--- src/rtl/lcdirq_consts.svh ---
// Constants for the display interrupt, test-mux and ident block.
// Included by the package users; definitions only.
`ifndef LCDIRQ_CONSTS_SVH
`define LCDIRQ_CONSTS_SVH
`define LCDIRQ_OFF_MASK    12'h018
`define LCDIRQ_OFF_RAW     12'h01C
`define LCDIRQ_OFF_MSTAT   12'h020
`define LCDIRQ_OFF_CLEAR   12'h024
`define LCDIRQ_OFF_CTRL    12'h028
`define LCDIRQ_OFF_TCR     12'hF00
`define LCDIRQ_OFF_ITOP1   12'hF04
`define LCDIRQ_OFF_ITOP2   12'hF08
`define LCDIRQ_OFF_PID0    12'hFE0
`define LCDIRQ_OFF_PID1    12'hFE4
`define LCDIRQ_OFF_PID2    12'hFE8
`define LCDIRQ_OFF_PID3    12'hFEC
`define LCDIRQ_OFF_CID0    12'hFF0
`define LCDIRQ_OFF_CID1    12'hFF4
`define LCDIRQ_OFF_CID2    12'hFF8
`define LCDIRQ_OFF_CID3    12'hFFC
// Interrupt bit positions
`define LCDIRQ_BIT_FUF     0
`define LCDIRQ_BIT_BASE    1
`define LCDIRQ_BIT_VCMP    2
`define LCDIRQ_BIT_BERR    3
// Control register fields
`define LCDIRQ_CTRL_TIMING_CLOCK_SELECT_BIT 2
// Test output 1 fields
`define LCDIRQ_T1_TIMING_CLOCK_SELECT_BIT   5
`define LCDIRQ_T1_BERR     4
`define LCDIRQ_T1_FUF      3
`define LCDIRQ_T1_BASE     2
`define LCDIRQ_T1_VCMP     1
`define LCDIRQ_T1_COMB     0
// Test output 2 fields, then the test control enable bit
`define LCDIRQ_T2_POWER    29
`define LCDIRQ_T2_LP       28
`define LCDIRQ_T2_CP       27
`define LCDIRQ_T2_FP       26
`define LCDIRQ_T2_AC       25
`define LCDIRQ_T2_LE       24
`define LCDIRQ_TCR_INTEGRATION_TEST_ENABLE    0
// Reset values
`define LCDIRQ_RST_TCR     1'h0
`define LCDIRQ_RST_ITOP1   6'h00
`define LCDIRQ_RST_ITOP2   30'h0000_0000
`define LCDIRQ_RST_MASK    4'h0
`define LCDIRQ_RST_CTRL    3'h0
// Ident fields; part, designer and cell word values are arbitrary
`define LCDIRQ_ID_PART     12'h5A3
`define LCDIRQ_ID_DESIGNER 8'h7C
`define LCDIRQ_ID_REVISION 4'h0
`define LCDIRQ_ID_CONFIG   8'h00
`define LCDIRQ_CID_WORD    32'h1234_5678
`endif

--- src/rtl/lcdirq_pkg.sv ---
// Types for the display interrupt, test-mux and identification block.
// Assumes lcdirq_consts.svh sits in the include path.
package lcdirq_pkg;
  typedef enum logic [1:0] {
    LCDIRQ_VS_SYNC,
    LCDIRQ_VS_BACK,
    LCDIRQ_VS_ACTIVE,
    LCDIRQ_VS_FRONT
  } lcdirq_vregion_type;

  typedef enum {
    LCDIRQ_MB_FETCH,
    LCDIRQ_MB_ERROR
  } lcdirq_mstate_type;
endpackage

--- src/rtl/lcdirq_flag.sv ---
// One sticky event flag: set by a hardware strobe, cleared by software.
// Assumes the strobe and clear are synchronous to ref_clk_i.
module lcdirq_flag (
  input  wire logic ref_clk_i,  // Bus clock
  input  wire logic sys_rst_i,  // Async reset, active high
  input  wire logic set_i,      // Event strobe
  input  wire logic clr_i,      // Software clear strobe
  input  wire logic mask_i,     // Enable for the masked output
  output logic      raw_o,      // Sticky raw status
  output logic      irq_o       // Raw ANDed with mask
);
  logic flag_r;

  // Set wins so an event in the clear cycle is kept
  always_ff @(posedge ref_clk_i or posedge sys_rst_i) begin
    if (sys_rst_i) begin
      flag_r <= 1'b0;
    end else if (set_i) begin
      flag_r <= 1'b1;
    end else if (clr_i) begin
      flag_r <= 1'b0;
    end
  end

  assign raw_o = flag_r;
  assign irq_o = flag_r & mask_i;
endmodule // lcdirq_flag

--- src/rtl/lcdirq_bus_master_state.sv ---
// Fetch-permission state of the frame bus master after an error.
// Assumes the error strobe comes from the master port's response decode.
module lcdirq_bus_master_state
  import lcdirq_pkg::*;
(
  input  wire logic ref_clk_i,      // Bus clock
  input  wire logic sys_rst_i,      // Async reset, active high
  input  wire logic bus_err_i,      // Error response seen
  input  wire logic err_clr_i,      // Software bus error clear
  output logic      fetch_en_o,     // Frame fetches allowed
  output logic      frame_restart_o // Pulse: restart at frame start
);
  lcdirq_mstate_type state_r;

  always_ff @(posedge ref_clk_i or posedge sys_rst_i) begin
    if (sys_rst_i) begin
      state_r <= LCDIRQ_MB_FETCH;
    end else begin
      case (state_r)
        LCDIRQ_MB_FETCH: if (bus_err_i) state_r <= LCDIRQ_MB_ERROR;
        LCDIRQ_MB_ERROR: if (err_clr_i && !bus_err_i) state_r <= LCDIRQ_MB_FETCH;
        default: state_r <= LCDIRQ_MB_FETCH;
      endcase
    end
  end

  always_ff @(posedge ref_clk_i or posedge sys_rst_i) begin
    if (sys_rst_i) begin
      frame_restart_o <= 1'b0;
    end else begin
      frame_restart_o <= (state_r == LCDIRQ_MB_ERROR) && err_clr_i && !bus_err_i;
    end
  end

  assign fetch_en_o = (state_r == LCDIRQ_MB_FETCH) && !bus_err_i;
endmodule // lcdirq_bus_master_state

--- src/rtl/lcdirq_top.sv ---
// Interrupt generation, integration-test output muxes and ident registers.
// Assumes event strobes and functional pad values are synchronous to ref_clk_i.
`include "lcdirq_consts.svh"

module lcdirq_top
  import lcdirq_pkg::*;
(
  input  wire logic        ref_clk_i,              // Bus clock, 100 MHz
  input  wire logic        sys_rst_i,              // Async reset, active high
  input  wire logic [11:0] s_axi_awaddr_i,         // Write address
  input  wire logic        s_axi_awvalid_i,        // Write address valid
  output logic             s_axi_awready_o,        // Write address ready
  input  wire logic [31:0] s_axi_wdata_i,          // Write data
  input  wire logic [3:0]  s_axi_wstrb_i,          // Write byte strobes
  input  wire logic        s_axi_wvalid_i,         // Write data valid
  output logic             s_axi_wready_o,         // Write data ready
  output logic [1:0]       s_axi_bresp_o,          // Write response
  output logic             s_axi_bvalid_o,         // Write response valid
  input  wire logic        s_axi_bready_i,         // Write response ready
  input  wire logic [11:0] s_axi_araddr_i,         // Read address
  input  wire logic        s_axi_arvalid_i,        // Read address valid
  output logic             s_axi_arready_o,        // Read address ready
  output logic [31:0]      s_axi_rdata_o,          // Read data
  output logic [1:0]       s_axi_rresp_o,          // Read response
  output logic             s_axi_rvalid_o,         // Read data valid
  input  wire logic        s_axi_rready_i,         // Read data ready
  input  wire logic        master_err_resp_i,      // Master got ERROR
  input  wire logic        base_copy_upper_i,      // Upper base copied
  input  wire logic        base_copy_lower_i,      // Lower base copied
  input  wire logic        fifo_underflow_upper_i, // Upper FIFO underflow
  input  wire logic        fifo_underflow_lower_i, // Lower FIFO underflow
  input  wire logic        vsync_start_i,          // Sync region starts
  input  wire logic        vback_start_i,          // Back porch starts
  input  wire logic        vactive_start_i,        // Active video starts
  input  wire logic        vfront_start_i,         // Front porch starts
  input  wire logic        scan_shift_enable_i,    // Scan test enable
  input  wire logic        func_power_i,           // Func power enable
  input  wire logic        func_line_i,            // Func line pulse
  input  wire logic        func_pclk_i,            // Func panel clock
  input  wire logic        func_frame_i,           // Func frame pulse
  input  wire logic        func_bias_i,            // Func bias/data enable
  input  wire logic        func_lend_i,            // Func line end
  input  wire logic [23:0] func_pixel_i,           // Func pixel data
  output logic             fetch_enable_o,         // Master may fetch frames
  output logic             frame_restart_o,        // Pulse: start fresh frame
  output logic             fifo_bypass_o,          // FIFOs bypassed in scan
  output logic             bus_error_irq_o,        // Master bus error interrupt
  output logic             vertical_compare_irq_o, // Vertical compare interrupt
  output logic             base_update_irq_o,      // Base update interrupt
  output logic             fifo_underflow_irq_o,   // Underflow interrupt
  output logic             combined_irq_o,         // Combined interrupt
  output logic             ref_clock_select_out_o, // Reference clock select
  output logic             panel_power_enable_o,   // Pad: power enable
  output logic             line_pulse_o,           // Pad: line pulse
  output logic             panel_clock_o,          // Pad: panel clock
  output logic             frame_pulse_o,          // Pad: frame pulse
  output logic             bias_or_data_enable_o,  // Pad: bias/data enable
  output logic             line_end_o,             // Pad: line end
  output logic [23:0]      panel_pixel_data_o      // Pad: pixel data
);
  localparam logic [1:0] RESP_OKAY   = 2'h0;
  localparam logic [1:0] RESP_SLVERR = 2'h2;

  logic [3:0]  irq_mask_reg_r;
  logic [2:0]  ctrl_r;
  logic        tcr_r;
  logic [5:0]  itop1_r;
  logic [29:0] itop2_r;
  logic [3:0]  raw_irq;
  logic [3:0]  mirq;
  logic [3:0]  set_ev;
  logic [3:0]  clr_ev;
  logic        test_en;
  logic [5:0]  onchip_mux;
  logic [31:0] periph_id;

  // Write capture; address and data in either order
  logic [11:0] wa_r;
  logic        wa_have_r;
  logic [31:0] wd_r;
  logic [3:0]  ws_r;
  logic        wd_have_r;
  logic        wr_fire;
  logic        wr_hit;
  logic        rd_hit;
  logic [31:0] rd_val;

  assign s_axi_awready_o = !wa_have_r && !s_axi_bvalid_o;
  assign s_axi_wready_o  = !wd_have_r && !s_axi_bvalid_o;
  assign wr_fire         = wa_have_r && wd_have_r && !s_axi_bvalid_o;

  always_ff @(posedge ref_clk_i or posedge sys_rst_i) begin
    if (sys_rst_i) begin
      wa_have_r <= 1'b0;
      wa_r      <= 12'h000;
    end else if (s_axi_awvalid_i && s_axi_awready_o) begin
      wa_have_r <= 1'b1;
      wa_r      <= s_axi_awaddr_i;
    end else if (wr_fire) begin
      wa_have_r <= 1'b0;
    end
  end

  always_ff @(posedge ref_clk_i or posedge sys_rst_i) begin
    if (sys_rst_i) begin
      wd_have_r <= 1'b0;
      wd_r      <= 32'h0000_0000;
      ws_r      <= 4'h0;
    end else if (s_axi_wvalid_i && s_axi_wready_o) begin
      wd_have_r <= 1'b1;
      wd_r      <= s_axi_wdata_i;
      ws_r      <= s_axi_wstrb_i;
    end else if (wr_fire) begin
      wd_have_r <= 1'b0;
    end
  end

  // Write enables, live only on the firing cycle; wr_ro flags read-only addresses ungated
  logic we_mask;
  logic we_ctrl;
  logic we_clear;
  logic we_tcr;
  logic we_itop1;
  logic we_itop2;
  logic wr_ro;

  always_comb begin
    we_mask  = 1'b0;
    we_ctrl  = 1'b0;
    we_clear = 1'b0;
    we_tcr   = 1'b0;
    we_itop1 = 1'b0;
    we_itop2 = 1'b0;
    wr_ro    = 1'b0;
    if (wa_r[11:2] == `LCDIRQ_OFF_MASK >> 2) begin
      we_mask = wr_fire;
    end else if (wa_r[11:2] == `LCDIRQ_OFF_CTRL >> 2) begin
      we_ctrl = wr_fire;
    end else if (wa_r[11:2] == `LCDIRQ_OFF_CLEAR >> 2) begin
      we_clear = wr_fire;
    end else if (wa_r[11:2] == `LCDIRQ_OFF_TCR >> 2) begin
      we_tcr = wr_fire;
    end else if (wa_r[11:2] == `LCDIRQ_OFF_ITOP1 >> 2) begin
      we_itop1 = wr_fire;
    end else if (wa_r[11:2] == `LCDIRQ_OFF_ITOP2 >> 2) begin
      we_itop2 = wr_fire;
    end else if (wa_r[11:2] == `LCDIRQ_OFF_RAW >> 2 || wa_r[11:2] == `LCDIRQ_OFF_MSTAT >> 2 ||
                 wa_r[11:4] == `LCDIRQ_OFF_PID0 >> 4 || wa_r[11:4] == `LCDIRQ_OFF_CID0 >> 4) begin
      wr_ro = 1'b1;
    end
  end
  assign wr_hit = we_mask | we_ctrl | we_clear | we_tcr | we_itop1 | we_itop2 | wr_ro;

  always_ff @(posedge ref_clk_i or posedge sys_rst_i) begin
    if (sys_rst_i) begin
      s_axi_bvalid_o <= 1'b0;
      s_axi_bresp_o  <= RESP_OKAY;
    end else if (wr_fire) begin
      s_axi_bvalid_o <= 1'b1;
      s_axi_bresp_o  <= wr_hit ? RESP_OKAY : RESP_SLVERR;
    end else if (s_axi_bready_i) begin
      s_axi_bvalid_o <= 1'b0;
    end
  end

  // Lane 0 strobe gates the narrow registers
  always_ff @(posedge ref_clk_i or posedge sys_rst_i) begin
    if (sys_rst_i) begin
      irq_mask_reg_r <= `LCDIRQ_RST_MASK;
    end else if (we_mask && ws_r[0]) begin
      irq_mask_reg_r <= wd_r[3:0];
    end
  end

  always_ff @(posedge ref_clk_i or posedge sys_rst_i) begin
    if (sys_rst_i) begin
      ctrl_r <= `LCDIRQ_RST_CTRL;
    end else if (we_ctrl && ws_r[0]) begin
      ctrl_r <= wd_r[2:0];
    end
  end

  always_ff @(posedge ref_clk_i or posedge sys_rst_i) begin
    if (sys_rst_i) begin
      tcr_r <= `LCDIRQ_RST_TCR;
    end else if (we_tcr && ws_r[0]) begin
      tcr_r <= wd_r[`LCDIRQ_TCR_INTEGRATION_TEST_ENABLE];
    end
  end

  always_ff @(posedge ref_clk_i or posedge sys_rst_i) begin
    if (sys_rst_i) begin
      itop1_r <= `LCDIRQ_RST_ITOP1;
    end else if (we_itop1 && ws_r[0]) begin
      itop1_r <= wd_r[5:0];
    end
  end

  always_ff @(posedge ref_clk_i or posedge sys_rst_i) begin
    if (sys_rst_i) begin
      itop2_r <= `LCDIRQ_RST_ITOP2;
    end else if (we_itop2) begin
      for (int b = 0; b < 4; b++) begin
        if (ws_r[b]) begin
          for (int k = 0; k < 8; k++) begin
            if (b * 8 + k < 30) begin
              itop2_r[b * 8 + k] <= wd_r[b * 8 + k];
            end
          end
        end
      end
    end
  end

  // Event sources
  lcdirq_vregion_type vsel;
  logic               vcmp_ev;
  assign vsel = lcdirq_vregion_type'(ctrl_r[1:0]);

  always_comb begin
    case (vsel)
      LCDIRQ_VS_SYNC:   vcmp_ev = vsync_start_i;
      LCDIRQ_VS_BACK:   vcmp_ev = vback_start_i;
      LCDIRQ_VS_ACTIVE: vcmp_ev = vactive_start_i;
      default:          vcmp_ev = vfront_start_i;
    endcase
  end

  assign set_ev[`LCDIRQ_BIT_BERR] = master_err_resp_i;
  assign set_ev[`LCDIRQ_BIT_VCMP] = vcmp_ev;
  assign set_ev[`LCDIRQ_BIT_BASE] = base_copy_upper_i | base_copy_lower_i;
  assign set_ev[`LCDIRQ_BIT_FUF]  = fifo_underflow_upper_i | fifo_underflow_lower_i;
  // Write-one-to-clear, zero bits leave flags alone
  assign clr_ev = (we_clear && ws_r[0]) ? wd_r[3:0] : 4'h0;

  for (genvar g = 0; g < 4; g++) begin : g_flag
    lcdirq_flag u_flag (
      .ref_clk_i (ref_clk_i),
      .sys_rst_i (sys_rst_i),
      .set_i     (set_ev[g]),
      .clr_i     (clr_ev[g]),
      .mask_i    (irq_mask_reg_r[g]),
      .raw_o     (raw_irq[g]),
      .irq_o     (mirq[g])
    );
  end

  lcdirq_bus_master_state u_mstate (
    .ref_clk_i       (ref_clk_i),
    .sys_rst_i       (sys_rst_i),
    .bus_err_i       (master_err_resp_i),
    .err_clr_i       (clr_ev[`LCDIRQ_BIT_BERR]),
    .fetch_en_o      (fetch_enable_o),
    .frame_restart_o (frame_restart_o)
  );

  // Scan bypass relies on the tester holding this low in service
  assign fifo_bypass_o = scan_shift_enable_i;

  // Test multiplexers
  assign test_en = tcr_r;
  always_comb begin
    if (test_en) begin
      onchip_mux = itop1_r;
    end else begin
      onchip_mux[`LCDIRQ_T1_TIMING_CLOCK_SELECT_BIT] = ctrl_r[`LCDIRQ_CTRL_TIMING_CLOCK_SELECT_BIT];
      onchip_mux[`LCDIRQ_T1_BERR]   = mirq[`LCDIRQ_BIT_BERR];
      onchip_mux[`LCDIRQ_T1_FUF]    = mirq[`LCDIRQ_BIT_FUF];
      onchip_mux[`LCDIRQ_T1_BASE]   = mirq[`LCDIRQ_BIT_BASE];
      onchip_mux[`LCDIRQ_T1_VCMP]   = mirq[`LCDIRQ_BIT_VCMP];
      onchip_mux[`LCDIRQ_T1_COMB]   = |mirq;
    end
  end

  assign ref_clock_select_out_o = onchip_mux[`LCDIRQ_T1_TIMING_CLOCK_SELECT_BIT];
  assign bus_error_irq_o        = onchip_mux[`LCDIRQ_T1_BERR];
  assign fifo_underflow_irq_o   = onchip_mux[`LCDIRQ_T1_FUF];
  assign base_update_irq_o      = onchip_mux[`LCDIRQ_T1_BASE];
  assign vertical_compare_irq_o = onchip_mux[`LCDIRQ_T1_VCMP];
  assign combined_irq_o         = onchip_mux[`LCDIRQ_T1_COMB];

  // Pad mux; functional values pass through in normal mode
  assign panel_power_enable_o  = test_en ? itop2_r[`LCDIRQ_T2_POWER] : func_power_i;
  assign line_pulse_o          = test_en ? itop2_r[`LCDIRQ_T2_LP]    : func_line_i;
  assign panel_clock_o         = test_en ? itop2_r[`LCDIRQ_T2_CP]    : func_pclk_i;
  assign frame_pulse_o         = test_en ? itop2_r[`LCDIRQ_T2_FP]    : func_frame_i;
  assign bias_or_data_enable_o = test_en ? itop2_r[`LCDIRQ_T2_AC]    : func_bias_i;
  assign line_end_o            = test_en ? itop2_r[`LCDIRQ_T2_LE]    : func_lend_i;
  assign panel_pixel_data_o    = test_en ? itop2_r[23:0]             : func_pixel_i;

  assign periph_id = {`LCDIRQ_ID_CONFIG, `LCDIRQ_ID_REVISION, `LCDIRQ_ID_DESIGNER, `LCDIRQ_ID_PART};

  // Read decode; ident bytes sit in bits 7:0, upper bits read zero
  always_comb begin
    rd_val = 32'h0000_0000;
    rd_hit = 1'b1;
    if (s_axi_araddr_i[11:2] == `LCDIRQ_OFF_MASK >> 2) begin
      rd_val[3:0] = irq_mask_reg_r;
    end else if (s_axi_araddr_i[11:2] == `LCDIRQ_OFF_RAW >> 2) begin
      rd_val[3:0] = raw_irq;
    end else if (s_axi_araddr_i[11:2] == `LCDIRQ_OFF_MSTAT >> 2) begin
      rd_val[3:0] = mirq;
    end else if (s_axi_araddr_i[11:2] == `LCDIRQ_OFF_CLEAR >> 2) begin
      rd_val = 32'h0000_0000;
    end else if (s_axi_araddr_i[11:2] == `LCDIRQ_OFF_CTRL >> 2) begin
      rd_val[2:0] = ctrl_r;
    end else if (s_axi_araddr_i[11:2] == `LCDIRQ_OFF_TCR >> 2) begin
      rd_val[0] = tcr_r;
    end else if (s_axi_araddr_i[11:2] == `LCDIRQ_OFF_ITOP1 >> 2) begin
      rd_val[5:0] = onchip_mux;
    end else if (s_axi_araddr_i[11:2] == `LCDIRQ_OFF_ITOP2 >> 2) begin
      rd_val[29:0] = itop2_r;
    end else if (s_axi_araddr_i[11:4] == `LCDIRQ_OFF_PID0 >> 4) begin
      rd_val[7:0] = periph_id[s_axi_araddr_i[3:2] * 8 +: 8];
    end else if (s_axi_araddr_i[11:4] == `LCDIRQ_OFF_CID0 >> 4) begin
      rd_val[7:0] = 8'(`LCDIRQ_CID_WORD >> (s_axi_araddr_i[3:2] * 8));
    end else begin
      rd_hit = 1'b0;
    end
  end

  assign s_axi_arready_o = !s_axi_rvalid_o;

  always_ff @(posedge ref_clk_i or posedge sys_rst_i) begin
    if (sys_rst_i) begin
      s_axi_rvalid_o <= 1'b0;
      s_axi_rdata_o  <= 32'h0000_0000;
      s_axi_rresp_o  <= RESP_OKAY;
    end else if (s_axi_arvalid_i && s_axi_arready_o) begin
      s_axi_rvalid_o <= 1'b1;
      s_axi_rdata_o  <= rd_val;
      s_axi_rresp_o  <= rd_hit ? RESP_OKAY : RESP_SLVERR;
    end else if (s_axi_rready_i) begin
      s_axi_rvalid_o <= 1'b0;
    end
  end
endmodule // lcdirq_top

--- config.mk ---
export PLATFORM = sky130hd
export DESIGN_NAME = lcdirq_top
export DESIGN_NICKNAME = d
export VERILOG_FILES = /design/src/rtl/lcdirq_pkg.sv /design/src/rtl/lcdirq_flag.sv /design/src/rtl/lcdirq_bus_master_state.sv /design/src/rtl/lcdirq_top.sv
export VERILOG_INCLUDE_DIRS = /design/src /design/src/rtl
export SDC_FILE = /design/constraint.sdc
export NUM_CORES = 1
export LEC_CHECK = 0
export BUFFER_PORTS_ARGS = -buffer_cell sky130_fd_sc_hd__buf_2
export CAP_MARGIN = 20
export CORE_MARGIN = 10
export CORE_UTILIZATION = 30
export DETAILED_ROUTE_END_ITERATION = 10
export REMOVE_ABC_BUFFERS = 1
export SYNTH_ARGS = -nofsm -noshare
export SYNTH_HDL_FRONTEND = slang
export SYNTH_SLANG_ARGS = --single-unit
--- constraint.sdc ---
create_clock -name ref_clk_i -period 4.15 [get_ports ref_clk_i]
set_clock_uncertainty 0.05 [all_clocks]
set_input_delay 0.83 -clock ref_clk_i [delete_from_list [all_inputs] [get_ports ref_clk_i]]
set_output_delay 0.83 -clock ref_clk_i [all_outputs]
set_load 0.01 [all_outputs]
==> results of run 1 <==
cells by family after synthesis:
kind of cell,after synthesis
other,1
muxes,125
DFF,130
AOI/OAI and AO/OA,81
buffers and inverters,33
and+or+nand+nor,97
adders and majority gates,4
critical path: stages (launching register included):
cell and delay (ps):
dfrtp_2 660, buf_4 420, mux2_2 380, buf_2 150
registers in the layout, summed over array words and instances, names as in the netlist, 3 cells and up:
register	cells
itop2_r	30
s_axi_rdata_o	30
wd_r	30
wa_r	10
itop1_r	6
g_flag.u_flag.raw_o	4
irq_mask_reg_r	4
ws_r	4
ctrl_r	3
layer usage:
| metal | up-vias | GRT usage (%) | share of wire, % |
|---|---|---|---|
| li1 | 2099 | - | - |
| met1 | 2227 | 15.9 | 45 |
| met2 | 119 | 20.4 | 48 |
| met3 | 16 | 4.63 | 6.5 |
| met4 | 2 | 3.85 | 1.0 |
| met5 | - | 0 | 0.067 |
cell usage in the layout (no fill, tap or decap), types with 6 or more instances in the layout:
cell type and n:
nor2_1 13, a21o_1 7, a21oi_1 9, a22o_1 22, buf_4 6, mux2_2 120
inv_1 7, dfrtp_1 129, clkbuf_16 17, nand2_1 37, buf_2 174, o21ai_0 9
report_power, final:
part           total [mW]  switching (mW)  internal (mW)
combinational       0.677           0.303          0.374
clock                1.50           0.540          0.963
sequential           1.72           0.194           1.53
through the flow:
stage | hold slack, ps | area, µm² | setup TNS [ps] | power, mW | util [%]
after floorplan | 414 | 5930 | -25910 | 2.18 | -
after global placement | 419 | 7190 | 0 | 2.41 | 36.6
after detailed placement | 418 | 7190 | 0 | 2.44 | 36.6
after CTS | 431 | 7780 | 0 | 3.96 | 39.6
after global routing | 225 | 7810 | 0 | 4.14 | 39.7
final | 244 | 7810 | 0 | 3.90 | 39.7
worst max path at each step:
stage | startpoint | end | slack, ps
6_report | tcr_r | panel_pixel_data_o[4] | 1240
3_5_place_dp | s_axi_araddr_i[8] | s_axi_rdata_o[28] | 1250
5_1_grt | tcr_r | panel_pixel_data_o[4] | 1120
2_1_floorplan | sys_rst_i | ctrl_r[0] | -200
4_1_cts | tcr_r | panel_pixel_data_o[4] | 1200
3_3_place_gp | s_axi_araddr_i[8] | s_axi_rdata_o[29] | 1270
layout make-up:
cell class              count  share of cell area [%]
well taps                 265                    4.25
repair buffers            181                    12.1
flip-flops and latches    130                    41.7
clock inverters            10                    1.75
multi-input cells         311                    34.0
clock buffers              19                    5.80
inverters                   9                   0.465
cell usage after synthesis (all sizes together), types with 3 or more instances:
| cell | n |
|---|---|
| a22o | 22 |
| dfrtp | 130 |
| o21ai | 9 |
| a21oi | 10 |
| inv | 8 |
| clkbuf | 13 |
| nor3 | 6 |
| nor4 | 8 |
| mux2i | 4 |
| a32oi | 3 |
| o31ai | 3 |
| ha | 4 |
| buf | 11 |
| nor3b | 3 |
| mux2 | 120 |
| a21o | 7 |
| nor2b | 3 |
| nand3 | 4 |
| nand2 | 40 |
| or3 | 3 |
| nor2 | 13 |
| nand4 | 3 |
| nand2b | 3 |
| a31oi | 5 |
==> results.json, run 1 <==
{
  "status": "completed",
  "antennaDiodeCount": 0,
  "synth_area_leaders": "dfrtp_1 (54%), mux2_2 (22%), a22o_1 (3.2%)",
  "maxCapViolCount": 0,
  "critPathKind": "reg -> out",
  "fill_cells": 1953,
  "setup_slack_ps": 1240,
  "startpoint_type": "flop",
  "io_buffers": 174,
  "cts-root-buf": "clkbuf_16",
  "syn_inst": 471,
  "dp.cells": 895,
  "fin_crit_sh_pct": 70.2,
  "fmax_mhz": 343,
  "grt_max_degree": 77,
  "grt_pass1_wl_um": 26800,
  "p_leak_nw": 3.72,
  "track_usage_pct": 12.8,
  "die_height_um": 162,
  "critPathArrivalTime_ps": 2030,
  "dp.final_hpwl_um": 12200,
  "ys_seq_area_share_pct": 53.9,
  "cts_tree": "built",
  "clkTransAtPathRegs_ps": 60,
  "critPathMaxFanout": 23,
  "core_region_area_um2": 19700,
  "hold_class": "in -> async",
  "relSlewSlack_pct": 35.1,
  "reg2reg_depth": 5,
  "tightest_slew_ps": 974,
  "synth_fa_ha_area_share_pct": 0.830,
  "yosys_register_bits": 130,
  "route.detailed.drc": 0,
  "async_flop_share_pct": 100,
  "vdd_drop_max_mv": 0.360,
  "firstDrtPassIters": 4,
  "power.density_nw_per_um2": 500,
  "r2r-start": "wa_r[6]",
  "cp.required_ps": 3270,
  "die_area_um2": 26200,
  "avgSynthCellArea_um2": 12.8,
  "synth_top_family_by_area": "multiplexers",
  "yosys.area_share.simple_pct": 9.02,
  "multi_input_area_um2": 2650,
  "setup_violations": 0,
  "io_pins": 187,
  "regArea_um2": 3250,
  "period_needed_ps": 2910,
  "reg2reg_slack_ps": 1780,
  "final_antenna_net_count": 0,
  "drive_gt1_share_pct": 52.4,
  "synth_compound_area_share_pct": 10.3,
  "clk_latency_ps": 410,
  "synthToLayoutAreaGrowth_pct": 29.4,
  "wl_um": 16300,
  "cts_setup_buffers": 0,
  "endpoint_kind": "output pin",
  "yosysTopAreaCell": "dfrtp_1",
  "antenna_found_initial": 1,
  "synthesis.area_um2": 6030,
  "finalHoldViolCount": 0,
  "cts.htree.levels": 4,
  "maxSlewViolCount": 0,
  "fp.dieW_um": 162,
  "core.rowCount": 51,
  "dp_slack_ps": 1250,
  "cts_resized": 0,
  "gr-total-overflow": 0,
  "vias": 4463,
  "synthMuxAreaShare_pct": 23.4,
  "layout.nets": 761,
  "numCtsBuffers": 17,
  "synth-edff-count": 0,
  "holdBufCountCts": 0,
  "vias_per_cell": 4.82,
  "clock_sinks": 130,
  "synth_cell_types": 56,
  "ys.flop_type": "dfrtp_1",
  "wl_per_cell_um": 17.7,
  "synth_top_area_share_pct": 53.9,
  "worstReg2RegEnd": "itop2_r[27]",
  "rsz0062_at_grt": "no",
  "drt_iter0_drc": 157,
  "place_congestion": 0.841,
  "fin_cells": 925,
  "cts_max_path_buffers": 2,
  "grt_pass1_vias": 4860,
  "synthXorXnorAreaFrac_pct": 0,
  "initial_core_util_pct": 30.7,
  "yosys_warnings": 0
}
(Power assumes the default switching activity.)
==> inputs of run 2 (changes only) <==
==> constraint.sdc (replaced) <==
create_clock -name ref_clk_i -period 2.7 [get_ports ref_clk_i]
set_clock_uncertainty 0.05 [all_clocks]
set_input_delay 0.54 -clock ref_clk_i [delete_from_list [all_inputs] [get_ports ref_clk_i]]
set_output_delay 0.54 -clock ref_clk_i [all_outputs]
set_load 0.01 [all_outputs]
==> run 2 against run 1 <==
First-iteration DRC count grew 25%. Combinational power grew 60%. Power up 56%. Flip-flop and latch count unchanged. Non-clock buffer count increased by 11. Register-to-register slack got worse by 1300 ps. Die area is the same. Sequential power grew 54%.
==> results.json, run 2 (synthesized netlist as in run 1, its figures left out) <==
{
  "status": "completed",
  "core.rowCount": 51,
  "pwr-share-clk_pct": 38.5,
  "finalHoldViolCount": 0,
  "cts_setup_buffers": 0,
  "synthToLayoutAreaGrowth_pct": 31.1,
  "io_buffers": 174,
  "setup_violations": 0,
  "clk_latency_ps": 410,
  "place_congestion": 0.828,
  "numCtsBuffers": 17,
  "hold_class": "in -> reg",
  "p_leak_nw": 3.78,
  "fmax_mhz": 408,
  "met3_usage_pct": 4.47,
  "drive_gt1_share_pct": 53.0,
  "die_height_um": 162,
  "final_common_cell": "buf_2",
  "clkTransAtPathRegs_ps": 60,
  "use_met1_pct": 16.3,
  "io_pins": 187,
  "wl_per_cell_um": 17.9,
  "fill_cells": 1966,
  "critPathArrivalTime_ps": 1860,
  "placed_area_um2": 7300,
  "track_usage_pct": 12.7,
  "use_met2_pct": 19.7,
  "layout.nets": 772,
  "grt_max_degree": 78,
  "grt_pass1_wl_um": 26600,
  "final_cell_mix": "buf_2 (174), dfrtp_1 (129), mux2_2 (120)",
  "core_region_area_um2": 19700,
  "vias_per_cell": 4.83,
  "grt_pass1_vias": 4870,
  "vias": 4522,
  "period_needed_ps": 2450,
  "gr-max-usage-layer": "met2",
  "critPathKind": "reg -> out",
  "pwr-share-comb_pct": 17.8,
  "power.density_nw_per_um2": 767,
  "tightest_slew_ps": 598,
  "initial_core_util_pct": 30.7,
  "cts_tree": "built",
  "maxSlewViolCount": 0,
  "seqPwrFrac_pct": 43.6,
  "switching_share_pct": 26.5,
  "critPathMaxFanout": 27,
  "fin_area_um2": 7910,
  "fin_crit_sh_pct": 90.7,
  "switching_power_mw": 1.61,
  "vdd_drop_max_mv": 0.519,
  "rsz0062_at_grt": "no",
  "cts_max_path_buffers": 2,
  "startpoint_type": "flop",
  "maxCapViolCount": 0,
  "final_antenna_net_count": 0,
  "dp_slack_ps": 313,
  "fp.dieW_um": 162,
  "fin_cells": 937,
  "die_area_um2": 26200,
  "total_power_mw": 6.07,
  "p_int_mw": 4.46,
  "setup_slack_ps": 251,
  "relSlewSlack_pct": 60.1,
  "cts-root-buf": "clkbuf_16",
  "dp.final_hpwl_um": 12500,
  "clock_sinks": 130,
  "antennaDiodeCount": 0,
  "antenna_found_initial": 1,
  "firstDrtPassIters": 4,
  "largestRegisters": "itop2_r x30, s_axi_rdata_o x30, wd_r x30",
  "drt_iter0_drc": 196,
  "dp.cells": 906,
  "cp.required_ps": 2110,
  "gr-total-overflow": 0,
  "endpoint_kind": "output pin",
  "wl_um": 16700,
  "route.detailed.drc": 0,
  "cts.htree.levels": 4
}
run 2: cell count changes in the layout (fill, tap and decap cells not counted), sizes merged:
cell,before,now
buf,181,191
clkbuf,19,21
clkinv,5,4
dlygate4sd3,0,1
run 2: metal layers:
| layer | share of wire (%) | routed length [µm] |
|---|---|---|
| met2 | 47 | 7890 |
| met4 | 1.1 | 186 |
| met1 | 45 | 7610 |
| met3 | 6.3 | 1050 |
| met5 | 0.078 | 13 |
run 2: per-stage QoR:
stage	TNS, ps	hold slack, ps	util, %
floorplan	-176720	414	-
detailed placement	0	392	37.1
global route	0	253	40.3
CTS	0	243	40.2
global placement	0	386	37.1
finish	0	264	40.3
run 2: final cells by class:
cell class | instances | area, µm² | share of cell area (%)
inverter | 9 | 36.3 | 0.459
multi-input combinational | 311 | 2650 | 33.5
sequential | 130 | 3260 | 41.2
timing repair buffer | 192 | 1030 | 13.1
tap | 265 | 332 | 4.19
clock buffer | 21 | 470 | 5.95
clock inverter | 9 | 131 | 1.66
run 2: what timing repair did:
action | CTS | global route
hold buffers | 1 | 0
resized for setup | 0 | 1
setup endpoints to repair | 0 | 12
hold endpoints to repair | 6 | 0
run 2: power by group through the flow:
| stage | Combinational (mW) | Sequential [mW] | Clock (mW) |
|---|---|---|---|
| 2_1_floorplan | 0.748 | 2.60 | 0 |
| 3_3_place_gp | 1.07 | 2.67 | 0 |
| 3_5_place_dp | 1.10 | 2.69 | 0 |
| 4_1_cts | 1.11 | 2.65 | 2.40 |
| 5_1_grt | 1.20 | 2.71 | 2.49 |
| 6_report | 1.08 | 2.65 | 2.34 |
run 2: worst paths after layout:
check,start,endpoint,slack [ps],cells after the start
hold / removal,s_axi_rready_i,s_axi_rvalid_o,260,2
max in group asynchronous,sys_rst_i,wd_r[25],1270,4
setup reg to reg,wa_r[6],itop2_r[7],480,6
setup / recovery,tcr_r,panel_pixel_data_o[16],250,3
hold reg to reg,s_axi_rdata_o[7],s_axi_rdata_o[7],430,2
min in group asynchronous,sys_rst_i,s_axi_rdata_o[17],530,3
run 2: worst max-delay path, cell delays in order (launching register included):
cell,delay [ps]
dfrtp_4,660
buf_4,290
mux2_2,350
buf_2,140
==> inputs of run 3 (changes only) <==
--- a/config.mk
+++ b/config.mk
@@ -9,8 +9,9 @@
 export BUFFER_PORTS_ARGS = -buffer_cell sky130_fd_sc_hd__buf_2
 export CAP_MARGIN = 20
 export CORE_MARGIN = 10
-export CORE_UTILIZATION = 30
+export CORE_UTILIZATION = 35
 export DETAILED_ROUTE_END_ITERATION = 10
+export GPL_TIMING_DRIVEN = 0
 export REMOVE_ABC_BUFFERS = 1
 export SYNTH_ARGS = -nofsm -noshare
 export SYNTH_HDL_FRONTEND = slang
==> constraint.sdc (replaced) <==
create_clock -name ref_clk_i -period 2.4 [get_ports ref_clk_i]
set_clock_uncertainty 0.05 [all_clocks]
set_input_delay 0.48 -clock ref_clk_i [delete_from_list [all_inputs] [get_ports ref_clk_i]]
set_output_delay 0.48 -clock ref_clk_i [all_outputs]
set_load 0.01 [all_outputs]
==> run 3 against run 2 <==
Routed wire length is 0.85% higher. Flip-flop and latch count stayed put. Die area is 13% lower. Final cell count is 5.8% lower. Design area is 0.85% lower. Via count is 0.33% higher. Highest routed layer unchanged.
==> results.json, run 3 (synthesized netlist as in run 1, its figures left out) <==
{
  "crit_chain": "o21ai_0 > buf_2",
  "initial_core_util_pct": 36.0,
  "startpoint_type": "flop",
  "power.density_nw_per_um2": 878,
  "dp_slack_ps": -373,
  "setup_violations": 0,
  "grt_pass1_wl_um": 26300,
  "dp.final_hpwl_um": 12300,
  "p_leak_nw": 3.75,
  "fmax_mhz": 425,
  "pwr-share-comb_pct": 17.6,
  "core.rowCount": 47,
  "finalHoldViolCount": 0,
  "p_int_mw": 5.07,
  "cpPeakStageDelay_ps": 710,
  "seqPwrFrac_pct": 43.7,
  "switching_share_pct": 26.4,
  "final_cell_mix": "buf_2 (174), dfrtp_1 (129), mux2_2 (119)",
  "pwr-share-clk_pct": 38.7,
  "numCtsBuffers": 17,
  "maxCapViolCount": 0,
  "grt_pass1_vias": 4944,
  "holdBufCountCts": 0,
  "vias_per_cell": 5.14,
  "critPathKind": "reg -> out",
  "largestRegisters": "itop2_r x30, s_axi_rdata_o x30, wd_r x30",
  "clk_latency_ps": 410,
  "clkTransAtPathRegs_ps": 60,
  "antenna_found_initial": 2,
  "critPathMaxFanout": 42,
  "setup_slack_ps": 46.1,
  "clock_sinks": 130,
  "io_pins": 187,
  "grt_max_degree": 80,
  "total_power_mw": 6.89,
  "firstDrtPassIters": 4,
  "hold_class": "in -> async",
  "maxSlewViolCount": 0,
  "final_common_cell": "buf_2",
  "period_needed_ps": 2350,
  "cts.htree.levels": 4,
  "gr-total-overflow": 0,
  "met3_usage_pct": 6.18,
  "fin_crit_sh_pct": 98.1,
  "placed_area_um2": 7170,
  "cp_slowest_cell": "dfrtp_4",
  "switching_power_mw": 1.82,
  "track_usage_pct": 14.8,
  "drive_gt1_share_pct": 52.7,
  "cts_tree": "built",
  "use_met1_pct": 17.8,
  "core_region_area_um2": 16800,
  "critPathArrivalTime_ps": 1820,
  "fin_cells": 883,
  "relSlewSlack_pct": 50.3,
  "status": "completed",
  "rsz0062_at_grt": "yes",
  "drt_iter0_drc": 230,
  "cts_max_path_buffers": 2,
  "gr-max-usage-layer": "met2",
  "dp.cells": 847,
  "layout.nets": 761,
  "cp.required_ps": 1870,
  "tightest_slew_ps": 746,
  "io_buffers": 174,
  "die_area_um2": 22900,
  "fin_area_um2": 7850,
  "route.detailed.drc": 0,
  "cts-root-buf": "clkbuf_16",
  "die_height_um": 151,
  "endpoint_kind": "output pin",
  "synthToLayoutAreaGrowth_pct": 30.0,
  "wl_per_cell_um": 19.1,
  "fp.dieW_um": 151,
  "fin_tns_setup_ps": 0,
  "final_antenna_net_count": 0,
  "place_congestion": 0.839,
  "vias": 4537,
  "wl_um": 16900,
  "vdd_drop_max_mv": 0.870,
  "use_met2_pct": 23.4
}
==> run 3: final cells by class <==
| cell class | instances | area, µm² |
|---|---|---|
| fill | 1582 | 8910 |
| sequential | 130 | 3260 |
| multi-input combinational | 312 | 2680 |
| timing repair buffer | 180 | 981 |
| clock buffer | 21 | 450 |
| tap | 220 | 275 |
| clock inverter | 10 | 159 |
| inverter | 9 | 38.8 |
| antenna | 1 | 2.50 |
==> run 3: power by group through the flow <==
stage | combinational, mW | clock [mW] | sequential [mW]
after global placement | 1.14 | 0 | 3.00
after CTS | 1.24 | 2.72 | 3.01
after detailed placement | 1.22 | 0 | 3.04
after global routing | 1.34 | 2.83 | 3.07
final | 1.21 | 2.67 | 3.01
after floorplan | 0.842 | 0 | 2.92
==> run 3: critical path: cells and delay by family (launching register included) <==
kind            cells  cell delay (ps)
compound gates      1              480
buf+inv             1              220
flops               1              710
==> run 3: routing by layer <==
metal,vias up,part of all wire [%]
met1,2273,43
met5,-,0.065
met4,2,0.88
met2,139,48
met3,17,8.5
li1,2106,-
==> run 3: timing repair <==
action                     CTS  global route
pin swaps                    1             1
buffers inserted             1             2
setup endpoints to repair   58            28
gates cloned                 1             0
resized for setup            3             5
==> run 3: per-stage QoR <==
step | utilization [%] | hold slack, ps
2_1_floorplan | - | 414
3_3_place_gp | 42.2 | 409
3_5_place_dp | 42.8 | 423
4_1_cts | 46.6 | 64.9
5_1_grt | 46.8 | 79.7
6_report | 46.8 | 48.8
==> run 3: final timing paths <==
path                                   from              endpoint  slack [ps]  cells after the start
setup / recovery                      tcr_r  fifo_underflow_irq_o          50                      2
hold reg to reg            s_axi_rdata_o[6]      s_axi_rdata_o[6]         430                      2
max in group asynchronous         sys_rst_i                 tcr_r        1490                      3
hold / removal                    sys_rst_i              wd_r[23]          50                      2
min in group ref_clk_i       s_axi_rready_i        s_axi_rvalid_o         200                      2
setup reg to reg                    wa_r[6]           itop2_r[11]         100                      5
